$ cat config.mk
export PLATFORM = sky130hd
export DESIGN_NAME = ipc_pin_ctrl
export DESIGN_NICKNAME = d
export VERILOG_FILES = /design/src/common/ipc_pkg.sv /design/src/common/ipc_irq_cfg_if.sv /design/src/rtl/ipc_pin_ctrl.sv /design/src/rtl/ipc_sync.sv /design/src/rtl/ipc_irq_pin_drv.sv
export VERILOG_INCLUDE_DIRS = /design/src /design/src/common
export SDC_FILE = /design/constraint.sdc
export NUM_CORES = 1
export LEC_CHECK = 0
export ABC_AREA = 1
export BUFFER_PORTS_ARGS = -buffer_cell sky130_fd_sc_hd__buf_2
export CAP_MARGIN = 20
export CORE_ASPECT_RATIO = 0.7
export CORE_MARGIN = 2
export CORE_UTILIZATION = 55
export CTS_CLUSTER_SIZE = 40
export DETAILED_ROUTE_END_ITERATION = 16
export HOLD_SLACK_MARGIN = 0.03
export PLACE_DENSITY = 0.74
export SLEW_MARGIN = 20
export SYNTH_ARGS = -nofsm -noshare
export SYNTH_HDL_FRONTEND = slang
export SYNTH_SLANG_ARGS = --single-unit
$ cat constraint.sdc
create_clock -name i_core_clk -period 6.85 [get_ports i_core_clk]
set_clock_uncertainty 0.05 [all_clocks]
set_input_delay 1.37 -clock i_core_clk [delete_from_list [all_inputs] [get_ports i_core_clk]]
set_output_delay 1.37 -clock i_core_clk [all_outputs]
set_load 0.03 [all_outputs]
$ cat src/common/ipc_cfg.svh
`ifndef IPC_CFG_SVH
`define IPC_CFG_SVH

// register indices on the internal register port
`define IPC_REG_BUS_CTL 5'h0f
`define IPC_REG_CPU_CTL 5'h10
`define IPC_REG_PIN_CFG 5'h11
`define IPC_REG_IO_LOW 5'h14
`define IPC_REG_IO_HIGH 5'h15
`define IPC_REG_IN_FLAGS 5'h16
`define IPC_REG_IN_EN 5'h17
`define IPC_REG_IN_POL 5'h18
`define IPC_REG_HOST_IRQ 5'h19
`define IPC_REG_HOST_IEN 5'h1a
`define IPC_REG_MODE 5'h1b

// bus control fields
`define IPC_BIT_CONNECT 3
`define IPC_BIT_PWR_GATING 6
// host cpu control fields
`define IPC_BIT_IRQ_OUT_EN 0
`define IPC_BIT_WIDTH_LO 6
`define IPC_BIT_WIDTH_HI 7
// pin configuration fields
`define IPC_BIT_AUX_SEL_LO 0
`define IPC_BIT_AUX_SEL_HI 1
`define IPC_BIT_ACTIVE_HIGH 2
`define IPC_BIT_LEVEL_MODE 3
// mode fields
`define IPC_BIT_HOST 0
`define IPC_BIT_SPLIT_IRQ 4
`define IPC_BIT_DPLUS_PD 6
`define IPC_BIT_DMINUS_PD 7
// host interrupt fields
`define IPC_BIT_ATTACH_CHG 5

// reset values
`define IPC_RST_BYTE 8'h00

// timing: clock period and edge-mode pulse widths, in ns
`define IPC_CLK_PERIOD_NS 100
`define IPC_PW_SEL0_NS 10600
`define IPC_PW_SEL1_NS 5300
`define IPC_PW_SEL2_NS 2600
`define IPC_PW_SEL3_NS 1300
// nearest whole cycle count for a width in ns
`define IPC_NS_TO_CYC(ns) (((ns) + (`IPC_CLK_PERIOD_NS / 2)) / `IPC_CLK_PERIOD_NS)

`endif

$ cat src/common/ipc_pkg.sv
package ipc_pkg;
    // edge-mode pulse generator states, one-hot
    typedef enum logic [1:0] {
        ipc_st_idle = 2'b01,
        ipc_st_pulse = 2'b10
    } ipc_pulse_st_t;
    // pulse width select code
    typedef logic [1:0] ipc_width_sel_t;
    // auxiliary output select code
    typedef logic [1:0] ipc_aux_sel_t;
endpackage

$ cat src/common/ipc_irq_cfg_if.sv
`timescale 1ns/1ps
// shared interrupt pin shaping settings, one source, many drivers
interface ipc_irq_cfg_if;
    logic enable;
    logic level_mode;
    logic active_high;
    ipc_pkg::ipc_width_sel_t width_sel;
    modport ctrl (output enable, output level_mode, output active_high, output width_sel);
    modport drv (input enable, input level_mode, input active_high, input width_sel);
endinterface

$ cat src/rtl/ipc_pin_ctrl.sv
`timescale 1ns/1ps
`include "ipc_cfg.svh"
module ipc_pin_ctrl (
    input wire logic i_core_clk,
    input wire logic i_sys_rst,
    input wire logic i_chip_reset_n,
    input wire logic [4:0] i_reg_addr,
    input wire logic i_reg_wr,
    input wire logic [7:0] i_reg_wdata,
    output logic [7:0] o_reg_rdata_q,
    input wire logic [7:0] i_gen_inputs,
    output logic [7:0] o_gen_outputs_q,
    input wire logic i_bus_power_sense_in,
    input wire logic i_attach_det,
    input wire logic i_bus_activity,
    input wire logic i_sof_wave,
    input wire logic i_core_irq_req,
    output logic o_irq_pin_q,
    output logic o_irq_oe_q,
    output logic o_aux_out_q,
    output logic o_aux_oe_q,
    output logic o_dplus_pullup_q,
    output logic o_dplus_pulldown_en_q,
    output logic o_dminus_pulldown_en_q
);
    import ipc_pkg::*;

    // synchronised pin inputs
    logic [10:0] sync_q;
    logic [7:0] gen_in_s; // general inputs
    logic bus_power_detected; // comparator output
    logic attach_s; // attach sense from the line
    logic chip_reset_n_s; // chip reset pin, low active

    // software visible registers
    logic [7:0] bus_ctl_q; // survives chip reset
    logic [7:0] cpu_ctl_q;
    logic [7:0] pin_cfg_q; // survives chip reset
    logic [7:0] mode_q;
    logic [7:0] gen_out_q;
    logic [7:0] in_flags_q;
    logic [7:0] in_en_q;
    logic [7:0] in_pol_q;
    logic [7:0] host_irq_q;
    logic [7:0] host_ien_q;

    // internal state
    logic [7:0] gen_in_prev_q; // last sampled inputs, for edges
    logic attach_prev_q; // last attach sense
    logic operate_q; // ready to operate indicator
    logic chip_rst; // chip reset active
    logic [7:0] in_edge; // selected edge seen per input
    logic attach_chg; // attach state changed
    logic input_irq_out; // any enabled input flag
    logic split_on; // inputs routed to aux pin
    logic aux_irq_pin; // aux interrupt driver pin
    logic aux_irq_oe; // aux interrupt driver enable
    ipc_aux_sel_t aux_sel; // aux mux select
    logic [2:0] main_req; // request sources of the main pin
    logic [0:0] aux_req; // request source of the aux pin
    logic wr_sel; // helper for write decode
    logic [7:0] rd_mux; // addressed register value

    // three pins and eight general inputs cross into the clock domain
    ipc_sync #(.W(11)) u_sync (
        .i_core_clk(i_core_clk),
        .i_sys_rst(i_sys_rst),
        .i_async({i_chip_reset_n, i_attach_det, i_bus_power_sense_in, i_gen_inputs}),
        .o_sync_q(sync_q)
    );

    assign gen_in_s = sync_q[7:0];
    assign bus_power_detected = sync_q[8];
    assign attach_s = sync_q[9];
    assign chip_reset_n_s = sync_q[10];
    assign chip_rst = ~chip_reset_n_s;
    assign wr_sel = i_reg_wr & ~chip_rst;

    // per-input edge select: 1 rising, 0 falling
    assign in_edge = (gen_in_s & ~gen_in_prev_q & in_pol_q)
                   | (~gen_in_s & gen_in_prev_q & ~in_pol_q);
    // attach or detach in host mode
    assign attach_chg = (attach_s ^ attach_prev_q) & mode_q[`IPC_BIT_HOST];
    assign input_irq_out = |(in_flags_q & in_en_q);
    assign aux_sel = {pin_cfg_q[`IPC_BIT_AUX_SEL_HI], pin_cfg_q[`IPC_BIT_AUX_SEL_LO]};
    // split only with select code 10
    assign split_on = mode_q[`IPC_BIT_SPLIT_IRQ] & (aux_sel == 2'h2);
    assign main_req = {input_irq_out & ~split_on,
                       |(host_irq_q & host_ien_q),
                       i_core_irq_req};
    assign aux_req = input_irq_out & split_on;

    // shared settings for both interrupt pins
    ipc_irq_cfg_if irq_cfg ();
    assign irq_cfg.enable = cpu_ctl_q[`IPC_BIT_IRQ_OUT_EN];
    assign irq_cfg.level_mode = pin_cfg_q[`IPC_BIT_LEVEL_MODE];
    assign irq_cfg.active_high = pin_cfg_q[`IPC_BIT_ACTIVE_HIGH];
    assign irq_cfg.width_sel = {cpu_ctl_q[`IPC_BIT_WIDTH_HI], cpu_ctl_q[`IPC_BIT_WIDTH_LO]};

    // main interrupt pin; level mode never looks at polarity
    // pulses on new or remaining requests
    ipc_irq_pin_drv #(.N(3)) u_main_irq (
        .i_core_clk(i_core_clk),
        .i_sys_rst(i_sys_rst),
        .i_soft_rst(chip_rst),
        .cfg(irq_cfg),
        .i_req(main_req),
        .o_pin_q(o_irq_pin_q),
        .o_oe_q(o_irq_oe_q)
    );

    ipc_irq_pin_drv #(.N(1)) u_aux_irq (
        .i_core_clk(i_core_clk),
        .i_sys_rst(i_sys_rst),
        .i_soft_rst(chip_rst),
        .cfg(irq_cfg),
        .i_req(aux_req),
        .o_pin_q(aux_irq_pin),
        .o_oe_q(aux_irq_oe)
    );

    // all state below on the rising edge of the one clock
    // registers that survive chip reset: bus control and pin config
    always_ff @(posedge i_core_clk or posedge i_sys_rst) begin
        if (i_sys_rst) begin
            bus_ctl_q <= `IPC_RST_BYTE;
            pin_cfg_q <= `IPC_RST_BYTE;
        end else if (i_reg_wr) begin
            // written even while chip reset holds the rest
            if (i_reg_addr == `IPC_REG_BUS_CTL) begin
                bus_ctl_q <= i_reg_wdata;
            end
            if (i_reg_addr == `IPC_REG_PIN_CFG) begin
                pin_cfg_q <= i_reg_wdata;
            end
        end
    end

    // plain control registers, cleared by chip reset
    always_ff @(posedge i_core_clk or posedge i_sys_rst) begin
        if (i_sys_rst) begin
            cpu_ctl_q <= `IPC_RST_BYTE;
            mode_q <= `IPC_RST_BYTE;
            in_en_q <= `IPC_RST_BYTE;
            in_pol_q <= `IPC_RST_BYTE;
            host_ien_q <= `IPC_RST_BYTE;
            gen_out_q <= `IPC_RST_BYTE;
        end else if (chip_rst) begin
            cpu_ctl_q <= `IPC_RST_BYTE;
            mode_q <= `IPC_RST_BYTE;
            in_en_q <= `IPC_RST_BYTE;
            in_pol_q <= `IPC_RST_BYTE;
            host_ien_q <= `IPC_RST_BYTE;
            gen_out_q <= `IPC_RST_BYTE;
        end else if (wr_sel) begin
            case (i_reg_addr)
                `IPC_REG_CPU_CTL: cpu_ctl_q <= i_reg_wdata;
                `IPC_REG_MODE: mode_q <= i_reg_wdata;
                `IPC_REG_IN_EN: in_en_q <= i_reg_wdata;
                `IPC_REG_IN_POL: in_pol_q <= i_reg_wdata;
                `IPC_REG_HOST_IEN: host_ien_q <= i_reg_wdata;
                // low nibble drives outputs; upper bits ignored
                `IPC_REG_IO_LOW: gen_out_q[3:0] <= i_reg_wdata[3:0];
                `IPC_REG_IO_HIGH: gen_out_q[7:4] <= i_reg_wdata[3:0];
                default: begin
                end
            endcase
        end
    end

    // input flags: edge sets, writing one clears, set wins
    always_ff @(posedge i_core_clk or posedge i_sys_rst) begin
        if (i_sys_rst) begin
            in_flags_q <= `IPC_RST_BYTE;
        end else if (chip_rst) begin
            in_flags_q <= `IPC_RST_BYTE;
        end else if (wr_sel && i_reg_addr == `IPC_REG_IN_FLAGS) begin
            in_flags_q <= (in_flags_q & ~i_reg_wdata) | in_edge;
        end else begin
            in_flags_q <= in_flags_q | in_edge;
        end
    end

    // host flags: attach change sets, writing one clears, set wins
    always_ff @(posedge i_core_clk or posedge i_sys_rst) begin
        if (i_sys_rst) begin
            host_irq_q <= `IPC_RST_BYTE;
        end else if (chip_rst) begin
            host_irq_q <= `IPC_RST_BYTE;
        end else begin
            if (wr_sel && i_reg_addr == `IPC_REG_HOST_IRQ) begin
                host_irq_q[`IPC_BIT_ATTACH_CHG] <= (host_irq_q[`IPC_BIT_ATTACH_CHG]
                    & ~i_reg_wdata[`IPC_BIT_ATTACH_CHG]) | attach_chg;
            end else begin
                host_irq_q[`IPC_BIT_ATTACH_CHG] <= host_irq_q[`IPC_BIT_ATTACH_CHG]
                    | attach_chg;
            end
        end
    end

    // edge history; reloaded during chip reset so release makes no edge
    always_ff @(posedge i_core_clk or posedge i_sys_rst) begin
        if (i_sys_rst) begin
            gen_in_prev_q <= 8'h00;
            attach_prev_q <= 1'b0;
        end else begin
            gen_in_prev_q <= gen_in_s;
            attach_prev_q <= attach_s;
        end
    end

    // ready indicator: high once both resets are gone
    always_ff @(posedge i_core_clk or posedge i_sys_rst) begin
        if (i_sys_rst) begin
            operate_q <= 1'b0;
        end else begin
            operate_q <= chip_reset_n_s;
        end
    end

    // read mux; unmapped indices read zero
    always_comb begin
        case (i_reg_addr)
            `IPC_REG_BUS_CTL: rd_mux = bus_ctl_q;
            `IPC_REG_CPU_CTL: rd_mux = cpu_ctl_q;
            `IPC_REG_PIN_CFG: rd_mux = pin_cfg_q;
            // inputs in bits 7..4; outputs from the register
            `IPC_REG_IO_LOW: rd_mux = {gen_in_s[3:0], gen_out_q[3:0]};
            `IPC_REG_IO_HIGH: rd_mux = {gen_in_s[7:4], gen_out_q[7:4]};
            `IPC_REG_IN_FLAGS: rd_mux = in_flags_q;
            `IPC_REG_IN_EN: rd_mux = in_en_q;
            `IPC_REG_IN_POL: rd_mux = in_pol_q;
            `IPC_REG_HOST_IRQ: rd_mux = host_irq_q;
            `IPC_REG_HOST_IEN: rd_mux = host_ien_q;
            `IPC_REG_MODE: rd_mux = mode_q;
            default: rd_mux = 8'h00;
        endcase
    end

    // read data stage, one cycle after the address
    always_ff @(posedge i_core_clk or posedge i_sys_rst) begin
        if (i_sys_rst) begin
            o_reg_rdata_q <= 8'h00;
        end else begin
            o_reg_rdata_q <= rd_mux;
        end
    end

    // aux pin mux, registered; push-pull except level irq use
    always_ff @(posedge i_core_clk or posedge i_sys_rst) begin
        if (i_sys_rst) begin
            o_aux_out_q <= 1'b0;
            o_aux_oe_q <= 1'b1;
        end else begin
            case (aux_sel)
                2'h0: begin
                    o_aux_out_q <= operate_q;
                    o_aux_oe_q <= 1'b1;
                end
                2'h1: begin
                    o_aux_out_q <= bus_power_detected;
                    o_aux_oe_q <= 1'b1;
                end
                2'h2: begin
                    // aux irq pin when split, else bus activity; level mode releases it
                    o_aux_out_q <= split_on ? aux_irq_pin : i_bus_activity;
                    o_aux_oe_q <= split_on ? aux_irq_oe : 1'b1;
                end
                default: begin
                    o_aux_out_q <= i_sof_wave;
                    o_aux_oe_q <= 1'b1;
                end
            endcase
        end
    end

    // transceiver switches and general outputs
    always_ff @(posedge i_core_clk or posedge i_sys_rst) begin
        if (i_sys_rst) begin
            o_dplus_pullup_q <= 1'b0;
            o_dplus_pulldown_en_q <= 1'b0;
            o_dminus_pulldown_en_q <= 1'b0;
            o_gen_outputs_q <= 8'h00;
        end else begin
            // pull-up gate from connect, gating and detector
            o_dplus_pullup_q <= bus_ctl_q[`IPC_BIT_CONNECT]
                & (~bus_ctl_q[`IPC_BIT_PWR_GATING] | bus_power_detected);
            // pull-downs follow their own mode bits
            o_dplus_pulldown_en_q <= mode_q[`IPC_BIT_DPLUS_PD];
            o_dminus_pulldown_en_q <= mode_q[`IPC_BIT_DMINUS_PD];
            o_gen_outputs_q <= gen_out_q;
        end
    end
endmodule

$ cat src/rtl/ipc_sync.sv
`timescale 1ns/1ps
// two-flop synchroniser per bit for pin inputs
module ipc_sync #(
    parameter int W = 1
) (
    input wire logic i_core_clk,
    input wire logic i_sys_rst,
    input wire logic [W-1:0] i_async,
    output logic [W-1:0] o_sync_q
);
    genvar g;
    generate
        for (g = 0; g < W; g++) begin : g_bit
            logic meta_q; // first stage, read only by the second
            always_ff @(posedge i_core_clk or posedge i_sys_rst) begin
                if (i_sys_rst) begin
                    meta_q <= 1'b0;
                    o_sync_q[g] <= 1'b0;
                end else begin
                    meta_q <= i_async[g];
                    o_sync_q[g] <= meta_q;
                end
            end
        end
    endgenerate
endmodule

$ cat src/rtl/ipc_irq_pin_drv.sv
`timescale 1ns/1ps
`include "ipc_cfg.svh"
// shapes a request vector into a level or pulsed interrupt pin
module ipc_irq_pin_drv #(
    parameter int N = 1
) (
    input wire logic i_core_clk,
    input wire logic i_sys_rst,
    input wire logic i_soft_rst,
    ipc_irq_cfg_if.drv cfg,
    input wire logic [N-1:0] i_req,
    output logic o_pin_q,
    output logic o_oe_q
);
    import ipc_pkg::*;

    logic [N-1:0] req_prev_q; // request vector one cycle ago
    ipc_pulse_st_t st_q; // pulse generator state
    logic [7:0] cnt_q; // cycles left in the pulse
    logic new_req; // some request just became active
    logic clr_rem; // some request cleared, others still pending
    logic evt; // a pulse is owed
    logic [7:0] width_cyc; // pulse length for current select

    assign new_req = |(i_req & ~req_prev_q);
    assign clr_rem = (|(req_prev_q & ~i_req)) & (|i_req);
    assign evt = new_req | clr_rem;

    // width select to nearest cycle count
    always_comb begin
        case (cfg.width_sel)
            2'h0: width_cyc = 8'(`IPC_NS_TO_CYC(`IPC_PW_SEL0_NS));
            2'h1: width_cyc = 8'(`IPC_NS_TO_CYC(`IPC_PW_SEL1_NS));
            2'h2: width_cyc = 8'(`IPC_NS_TO_CYC(`IPC_PW_SEL2_NS));
            default: width_cyc = 8'(`IPC_NS_TO_CYC(`IPC_PW_SEL3_NS));
        endcase
    end

    // history of the request vector
    always_ff @(posedge i_core_clk or posedge i_sys_rst) begin
        if (i_sys_rst) begin
            req_prev_q <= '0;
        end else if (i_soft_rst) begin
            req_prev_q <= '0;
        end else begin
            req_prev_q <= i_req;
        end
    end

    // pulse generator; events during a pulse are merged into it
    always_ff @(posedge i_core_clk or posedge i_sys_rst) begin
        if (i_sys_rst) begin
            st_q <= ipc_st_idle;
            cnt_q <= 8'h00;
        end else if (i_soft_rst || !cfg.enable || cfg.level_mode) begin
            st_q <= ipc_st_idle;
            cnt_q <= 8'h00;
        end else begin
            case (st_q)
                ipc_st_idle: begin
                    if (evt) begin
                        st_q <= ipc_st_pulse;
                        cnt_q <= width_cyc - 8'h01;
                    end
                end
                ipc_st_pulse: begin
                    if (cnt_q == 8'h00) begin
                        st_q <= ipc_st_idle;
                    end else begin
                        cnt_q <= cnt_q - 8'h01;
                    end
                end
                default: begin
                    st_q <= ipc_st_idle;
                end
            endcase
        end
    end

    // pin stage: open-drain low in level mode, push-pull in edge mode
    always_ff @(posedge i_core_clk or posedge i_sys_rst) begin
        if (i_sys_rst) begin
            o_pin_q <= 1'b1;
            o_oe_q <= 1'b0;
        end else if (cfg.level_mode) begin
            o_pin_q <= 1'b0;
            o_oe_q <= cfg.enable & (|i_req) & ~i_soft_rst;
        end else begin
            o_oe_q <= 1'b1;
            o_pin_q <= (st_q == ipc_st_pulse) ? cfg.active_high : ~cfg.active_high;
        end
    end
endmodule

Yosys cells after proc, flatten, opt, wreduce, memory -nomap -nowiden
Cells that the tools add are included.
- bits in registers: 154
- output and inout bits: 23
- bitwise operators: 46
- reductions and logical operators: 29
- eq/ne operators: 33
- multiplexer cells: 53
- $add $sub $neg: 3
- operator list (kind ; number):
    8-bit 2-to-1 mux ; 25
    8-bit case mux with 11 select lines ; 1
    5-bit == test (second input constant) ; 10
    8-bit AND ; 6
    8-bit NOT ; 4
    8-bit case mux with 2 select lines ; 2
    8-bit OR ; 3
    2-bit AND reduction ; 11
    7-bit case mux with 3 select lines ; 1
    8-bit zero test ; 2
    2-bit != test (second input constant) ; 8
    8-bit OR reduction ; 2
    8-bit by 1-bit subtractor with 8-bit output (second input constant) ; 2
    1-bit AND ; 15
    1-bit 2-to-1 mux ; 12
    2-bit 2-to-1 mux ; 6
    3-bit by 1-bit != test with 1-bit output (second input constant) ; 4
    10-bit OR reduction ; 1
    6-bit by 8-bit AND with 8-bit output ; 1
    2-bit by 1-bit == test with 1-bit output (second input constant) ; 4
    2-bit == test (second input constant) ; 4
    4-bit 2-to-1 mux ; 2
    2-bit case mux with 2 select lines ; 2
    7-bit by 1-bit subtractor with 8-bit output (second input constant) ; 1
    16 further kinds ; 35

Logic depth before layout (Yosys ltp)
- depth in word-level cells: 12
- gate-level depth with buffers: 13

Cells and area by module
A second synthesis with hierarchy kept.
- cell total of the unflattened synthesis: 889
- area, all modules: 7279.5 um^2
- modules (own cells, without submodules) (module ; times used ; seq. area each (um^2) ; cells each ; area each (um^2)):
    ipc_pin_ctrl ; 1 ; 2603.7 ; 575 ; 4713.3
    ipc_irq_pin_drv (u_main_irq) ; 1 ; 377.9 ; 162 ; 1097.3
    ipc_irq_pin_drv (u_aux_irq) ; 1 ; 327.8 ; 129 ; 914.6
    ipc_sync ; 1 ; 550.5 ; 23 ; 554.3

Worst setup path before layout
Ideal clock, no wire load.
- kind: input port to flip-flop
- start point: input i_reg_addr[4]
- end point: register in_flags_q[0]
- data required time: 6.681 ns
- slack: 4.352 ns
- stages: 8
- arrival: 2.329 ns
- path through: inv_1 > nor2_1 > nand2_1 > nor2_4 > nand2_2 > o21ai_0 > nand2_1 > o21a_1
- cells in the longest elaborated chain, start to end: 4
- RTL lines (item ; RTL line ; source):
    start: declaration ; ipc_pin_ctrl.sv:7 ; input wire logic [4:0] i_reg_addr,
    5-bit == test ; - ;
    1-bit logical AND (no line) ; - ;
    8-bit 2-to-1 mux ; ipc_pin_ctrl.sv:177 ; end else if (wr_sel && i_reg_addr == `IPC_REG_IN_FLAGS) begin
    8-bit 2-to-1 mux ; ipc_pin_ctrl.sv:175 ; end else if (chip_rst) begin
    end signal: assignment ; ipc_pin_ctrl.sv:174 ; in_flags_q <= `IPC_RST_BYTE;
    end signal: assignment ; ipc_pin_ctrl.sv:176 ; in_flags_q <= `IPC_RST_BYTE;
    end signal: assignment ; ipc_pin_ctrl.sv:178 ; in_flags_q <= (in_flags_q & ~i_reg_wdata) | in_edge;
    end: declaration ; ipc_pin_ctrl.sv:41 ; logic [7:0] in_flags_q;
Every way passes these cells.
A chain may end at the register's enable or synchronous reset.

Worst setup path after layout
- start point: register u_sync.o_sync_q[10]
- end point: register u_main_irq.cnt_q[2]
- cells in the longest elaborated chain, start to end: 5
- RTL lines (item ; RTL line ; source):
    start: declaration ; ipc_sync.sv:9 ; output logic [W-1:0] o_sync_q
    start signal: indexed assignment ; ipc_sync.sv:21 ; o_sync_q[g] <= meta_q;
    1-bit NOT * ; ipc_pin_ctrl.sv:76 ; assign chip_rst = ~chip_reset_n_s;
    1-bit logical OR * (2 in series) ; ipc_irq_pin_drv.sv:55 ; end else if (i_soft_rst || !cfg.enable || cfg.level_mode) begin
    3-bit by 2-bit != test with 1-bit output (no line) (tied with other cells) ; - ;
    3-bit AND reduction (no line) ; - ;
    end signal: assignment ; ipc_irq_pin_drv.sv:63 ; cnt_q <= width_cyc - 8'h01;
    end signal: assignment ; ipc_irq_pin_drv.sv:70 ; cnt_q <= cnt_q - 8'h01;
    end: declaration ; ipc_irq_pin_drv.sv:19 ; logic [7:0] cnt_q;
Every way passes the cells marked *; elsewhere a longest branch is shown, timed or not.

==> flow_summary.yaml <==
detailed_routing:
  wl_per_cell_um: 18.1
  dr.pass1.iters: 7
  vias_per_cell: 5.63
  drc_errors: 0
  postRouteAntennaNets: 0
  wirelength_um: 18400
  vias: 5730
  drt_iter0_drc: 547
timing:
  fmax_ghz: 0.362
  totalNegativeSetupSlack_ps: 0
  hold_violations: 0
  slew_viol_final: 0
  tightestPinTransition_ps: 908
  setup_viol: 0
  max_slew_margin_pct: 39.5
  period_share_pct: 40.4
  period_minus_slack_ps: 2760
  rsz0062_at_grt: "false"
  timing.hold.ws_ps: 300
floorplanning:
  die_h_um: 97.9
  initial_core_util_pct: 56.1
  io_pins: 53
  die_area_um2: 13500
  die_x_um: 138
  core-area_um2: 12300
  row_count: 34
cells_and_area:
  fin_nets: 890
  area_delta_synth_final_pct: 13.8
  n_antenna_cell: 0
  biggestRegsByFlops: "u_sync.g_bit.meta_q: 11 flops, u_sync.o_sync_q: 11 flops"
  drive_above_1_share_pct: 13.7
worst_setup_path:
  cp.arrival_ps: 3080
  slowest_stage: "dfrtp_1"
  cpPeakStageDelay_ps: 800
  crit_path_start_kind: "flip-flop"
  cpMostUsedCell: "nand2_1"
  worstSetupEndpointType: "flip-flop"
  critPathMaxFanout: 15
  critPathKind: "flip-flop to flip-flop"
  worstPathCellList: "nand2_1 > nor2_2 > inv_2 > nor2_1 > inv_1 > nor2_1 > nand2_1 > clkinv_1 > nand2_2 > nand2_4 > nand2_1 > nand2_1"
  worstPathRequired_ps: 7160
flow_run:
  maxCapViolCount: 0
grt:
  grt_max_degree: 101
  grt-ovfl-total: 0
  gr-usage-all-layers_pct: 28.5
  grt_first_pass_wirelength_um: 29600
  first_global_vias: 5436
  antenna_found_initial: 0
yosys:
  synthTopCellsByArea: "dfrtp_1 54%, nand2_1 11%, o21ai_0 7.5%"
  synth_warnings: 0
  synth_commonest_cells: "202 x nand2_1, 149 x dfrtp_1, 104 x o21ai_0"
  syn_nets: 833
  synth_top_area_share_pct: 53.8
  synth_area_um2: 6930
  synthCells: 786
  synth_edf_count: 0
  yosys.area.top_type: "dfrtp_1"
  synth-main-ff-cell: "dfrtp_1"
  synth.ff_latch_count: 154
  yosysUniqueCellTypes: 38
  synth_most_common_cell: "nand2_1"
  seq_area_frac_synth_pct: 55.7
  synth.avg_cell_area_um2: 8.81
  synthArstFlopShare_pct: 100
clock_network:
  cts_buffers: 17
  clk_pin_slew_ps: 70
  htreeDepth: 4
  cts_hold_buf: 0
  cts_buffer_depth: 2
  tritoncts: "yes"
  cts_sinks: 154
  cts_resized: 0
  cts-root-buf: "clkbuf_16"
  clock_latency_ps: 420
  post_cts_buffers: 0
power_and_ir_drop:
  p_per_area_nw_per_um2: 281
  p_comb_share_pct: 11.8
  sw_frac_of_total_pct: 29.7
  p_int_mw: 1.56
  leakagePower_nw: 3.90
  peakVddDrop_mv: 0.202
  clockPowerShare_pct: 40.8
  p_sw_mw: 0.659
  pwr-share-seq_pct: 47.4
status:
  status: "finished, final reports clean"
worst_hold_path:
  hold_class: "flip-flop to flip-flop"
place:
  port_buffers: 52
  dp_hpwl_um: 13200
  globalplace.congestion: 0.972
==> cells by family after synthesis <==
logic type                 Yosys count  synth area share [%]
AOI/OAI and AO/OA                  181                  14.7
xor gates and xnor gates             2                 0.253
adders and majority gates           17                  3.07
buffers and inverters              108                  6.27
DFF                                154                  55.7
and+or+nand+nor                    324                  19.9
==> cell type report <==
class / instances / area [um^2]
fillers: 1065 / 4450
inverters: 93 / 354
clock inverters: 14 / 128
well taps: 162 / 203
clock buffers: 18 / 439
repair buffers: 53 / 268
multi-input cells: 524 / 2630
flip-flops and latches: 154 / 3860
==> final timing paths <==
| path | startpoint | end | slack [ps] | cells past startpoint |
|---|---|---|---|---|
| worst min-delay path | u_sync.g_bit[9].meta_q | u_sync.o_sync_q[9] | 300 | 0 |
| max in group asynchronous | i_sys_rst | host_ien_q[3] | 4480 | 3 |
| worst max-delay path | u_sync.o_sync_q[10] | u_main_irq.cnt_q[2] | 4090 | 12 |
| worst min register to register | u_sync.g_bit[9].meta_q | u_sync.o_sync_q[9] | 300 | 0 |
| min in group asynchronous | i_sys_rst | u_sync.g_bit[1].meta_q | 1060 | 2 |
| worst max register to register | u_sync.o_sync_q[10] | u_main_irq.cnt_q[2] | 4090 | 12 |
==> per-layer routing <==
layer / wire [um] / track usage, %
met3: 1720 / 8.39
met5: 0 / 0
met1: 8950 / 44.8
met2: 7610 / 39.1
met4: 154 / 6.28
==> per-stage QoR <==
step / worst slack [ps] / power, mW / cell area [um^2] / instances / utilization (%)
2_1_floorplan: 1290 / 1.23 / 6930 / 786 / -
3_3_place_gp: 3930 / 1.31 / 7320 / 986 / 59.3
3_5_place_dp: 3870 / 1.32 / 7320 / 986 / 59.3
4_1_cts: 4110 / 2.22 / 7880 / 1018 / 63.9
5_1_grt: 3860 / 2.30 / 7880 / 1018 / 63.9
6_report: 4090 / 2.22 / 7880 / 1018 / 63.9
==> layout by cell type (no fill, tap or decap), types with 2 or more instances in the layout <==
cell         n
ha_1        17
nor3_4       2
o21ai_0    104
nand4_1      9
o21ai_1     11
nor3_1       6
a21oi_1     26
nor2_2       2
o22ai_1      5
nor2_1      51
inv_2        8
a31oi_1      8
nand2_1    202
inv_1       83
a211oi_1     5
clkbuf_16   17
a22oi_1      5
nand3_1     40
a21oi_4      2
buf_2       52
nand2_2      3
inv_6        6
o2bb2ai_1    3
clkinv_4     3
xor2_1       2
nand3b_1     4
dfstp_2      5
nor2_4       3
inv_8        4
o211ai_1     2
dfrtp_1    149
a21oi_2      4
a22o_1       3
==> power groups by stage <==
| stage | clock [mW] | sequential (mW) | combinational, mW |
|---|---|---|---|
| floorplan | 0 | 1.07 | 0.159 |
| global placement | 0 | 1.06 | 0.251 |
| detailed placement | 0 | 1.06 | 0.258 |
| CTS | 0.916 | 1.05 | 0.260 |
| global route | 0.952 | 1.06 | 0.295 |
| finish | 0.905 | 1.05 | 0.261 |
==> critical path: cells and delay by family, from the launching register on <==
family / cells / cell delay [ps]
flops: 1 / 800
simple gates: 9 / 1460
buf+inv: 3 / 390
No activity file was read; power rests on OpenSTA's default activity.
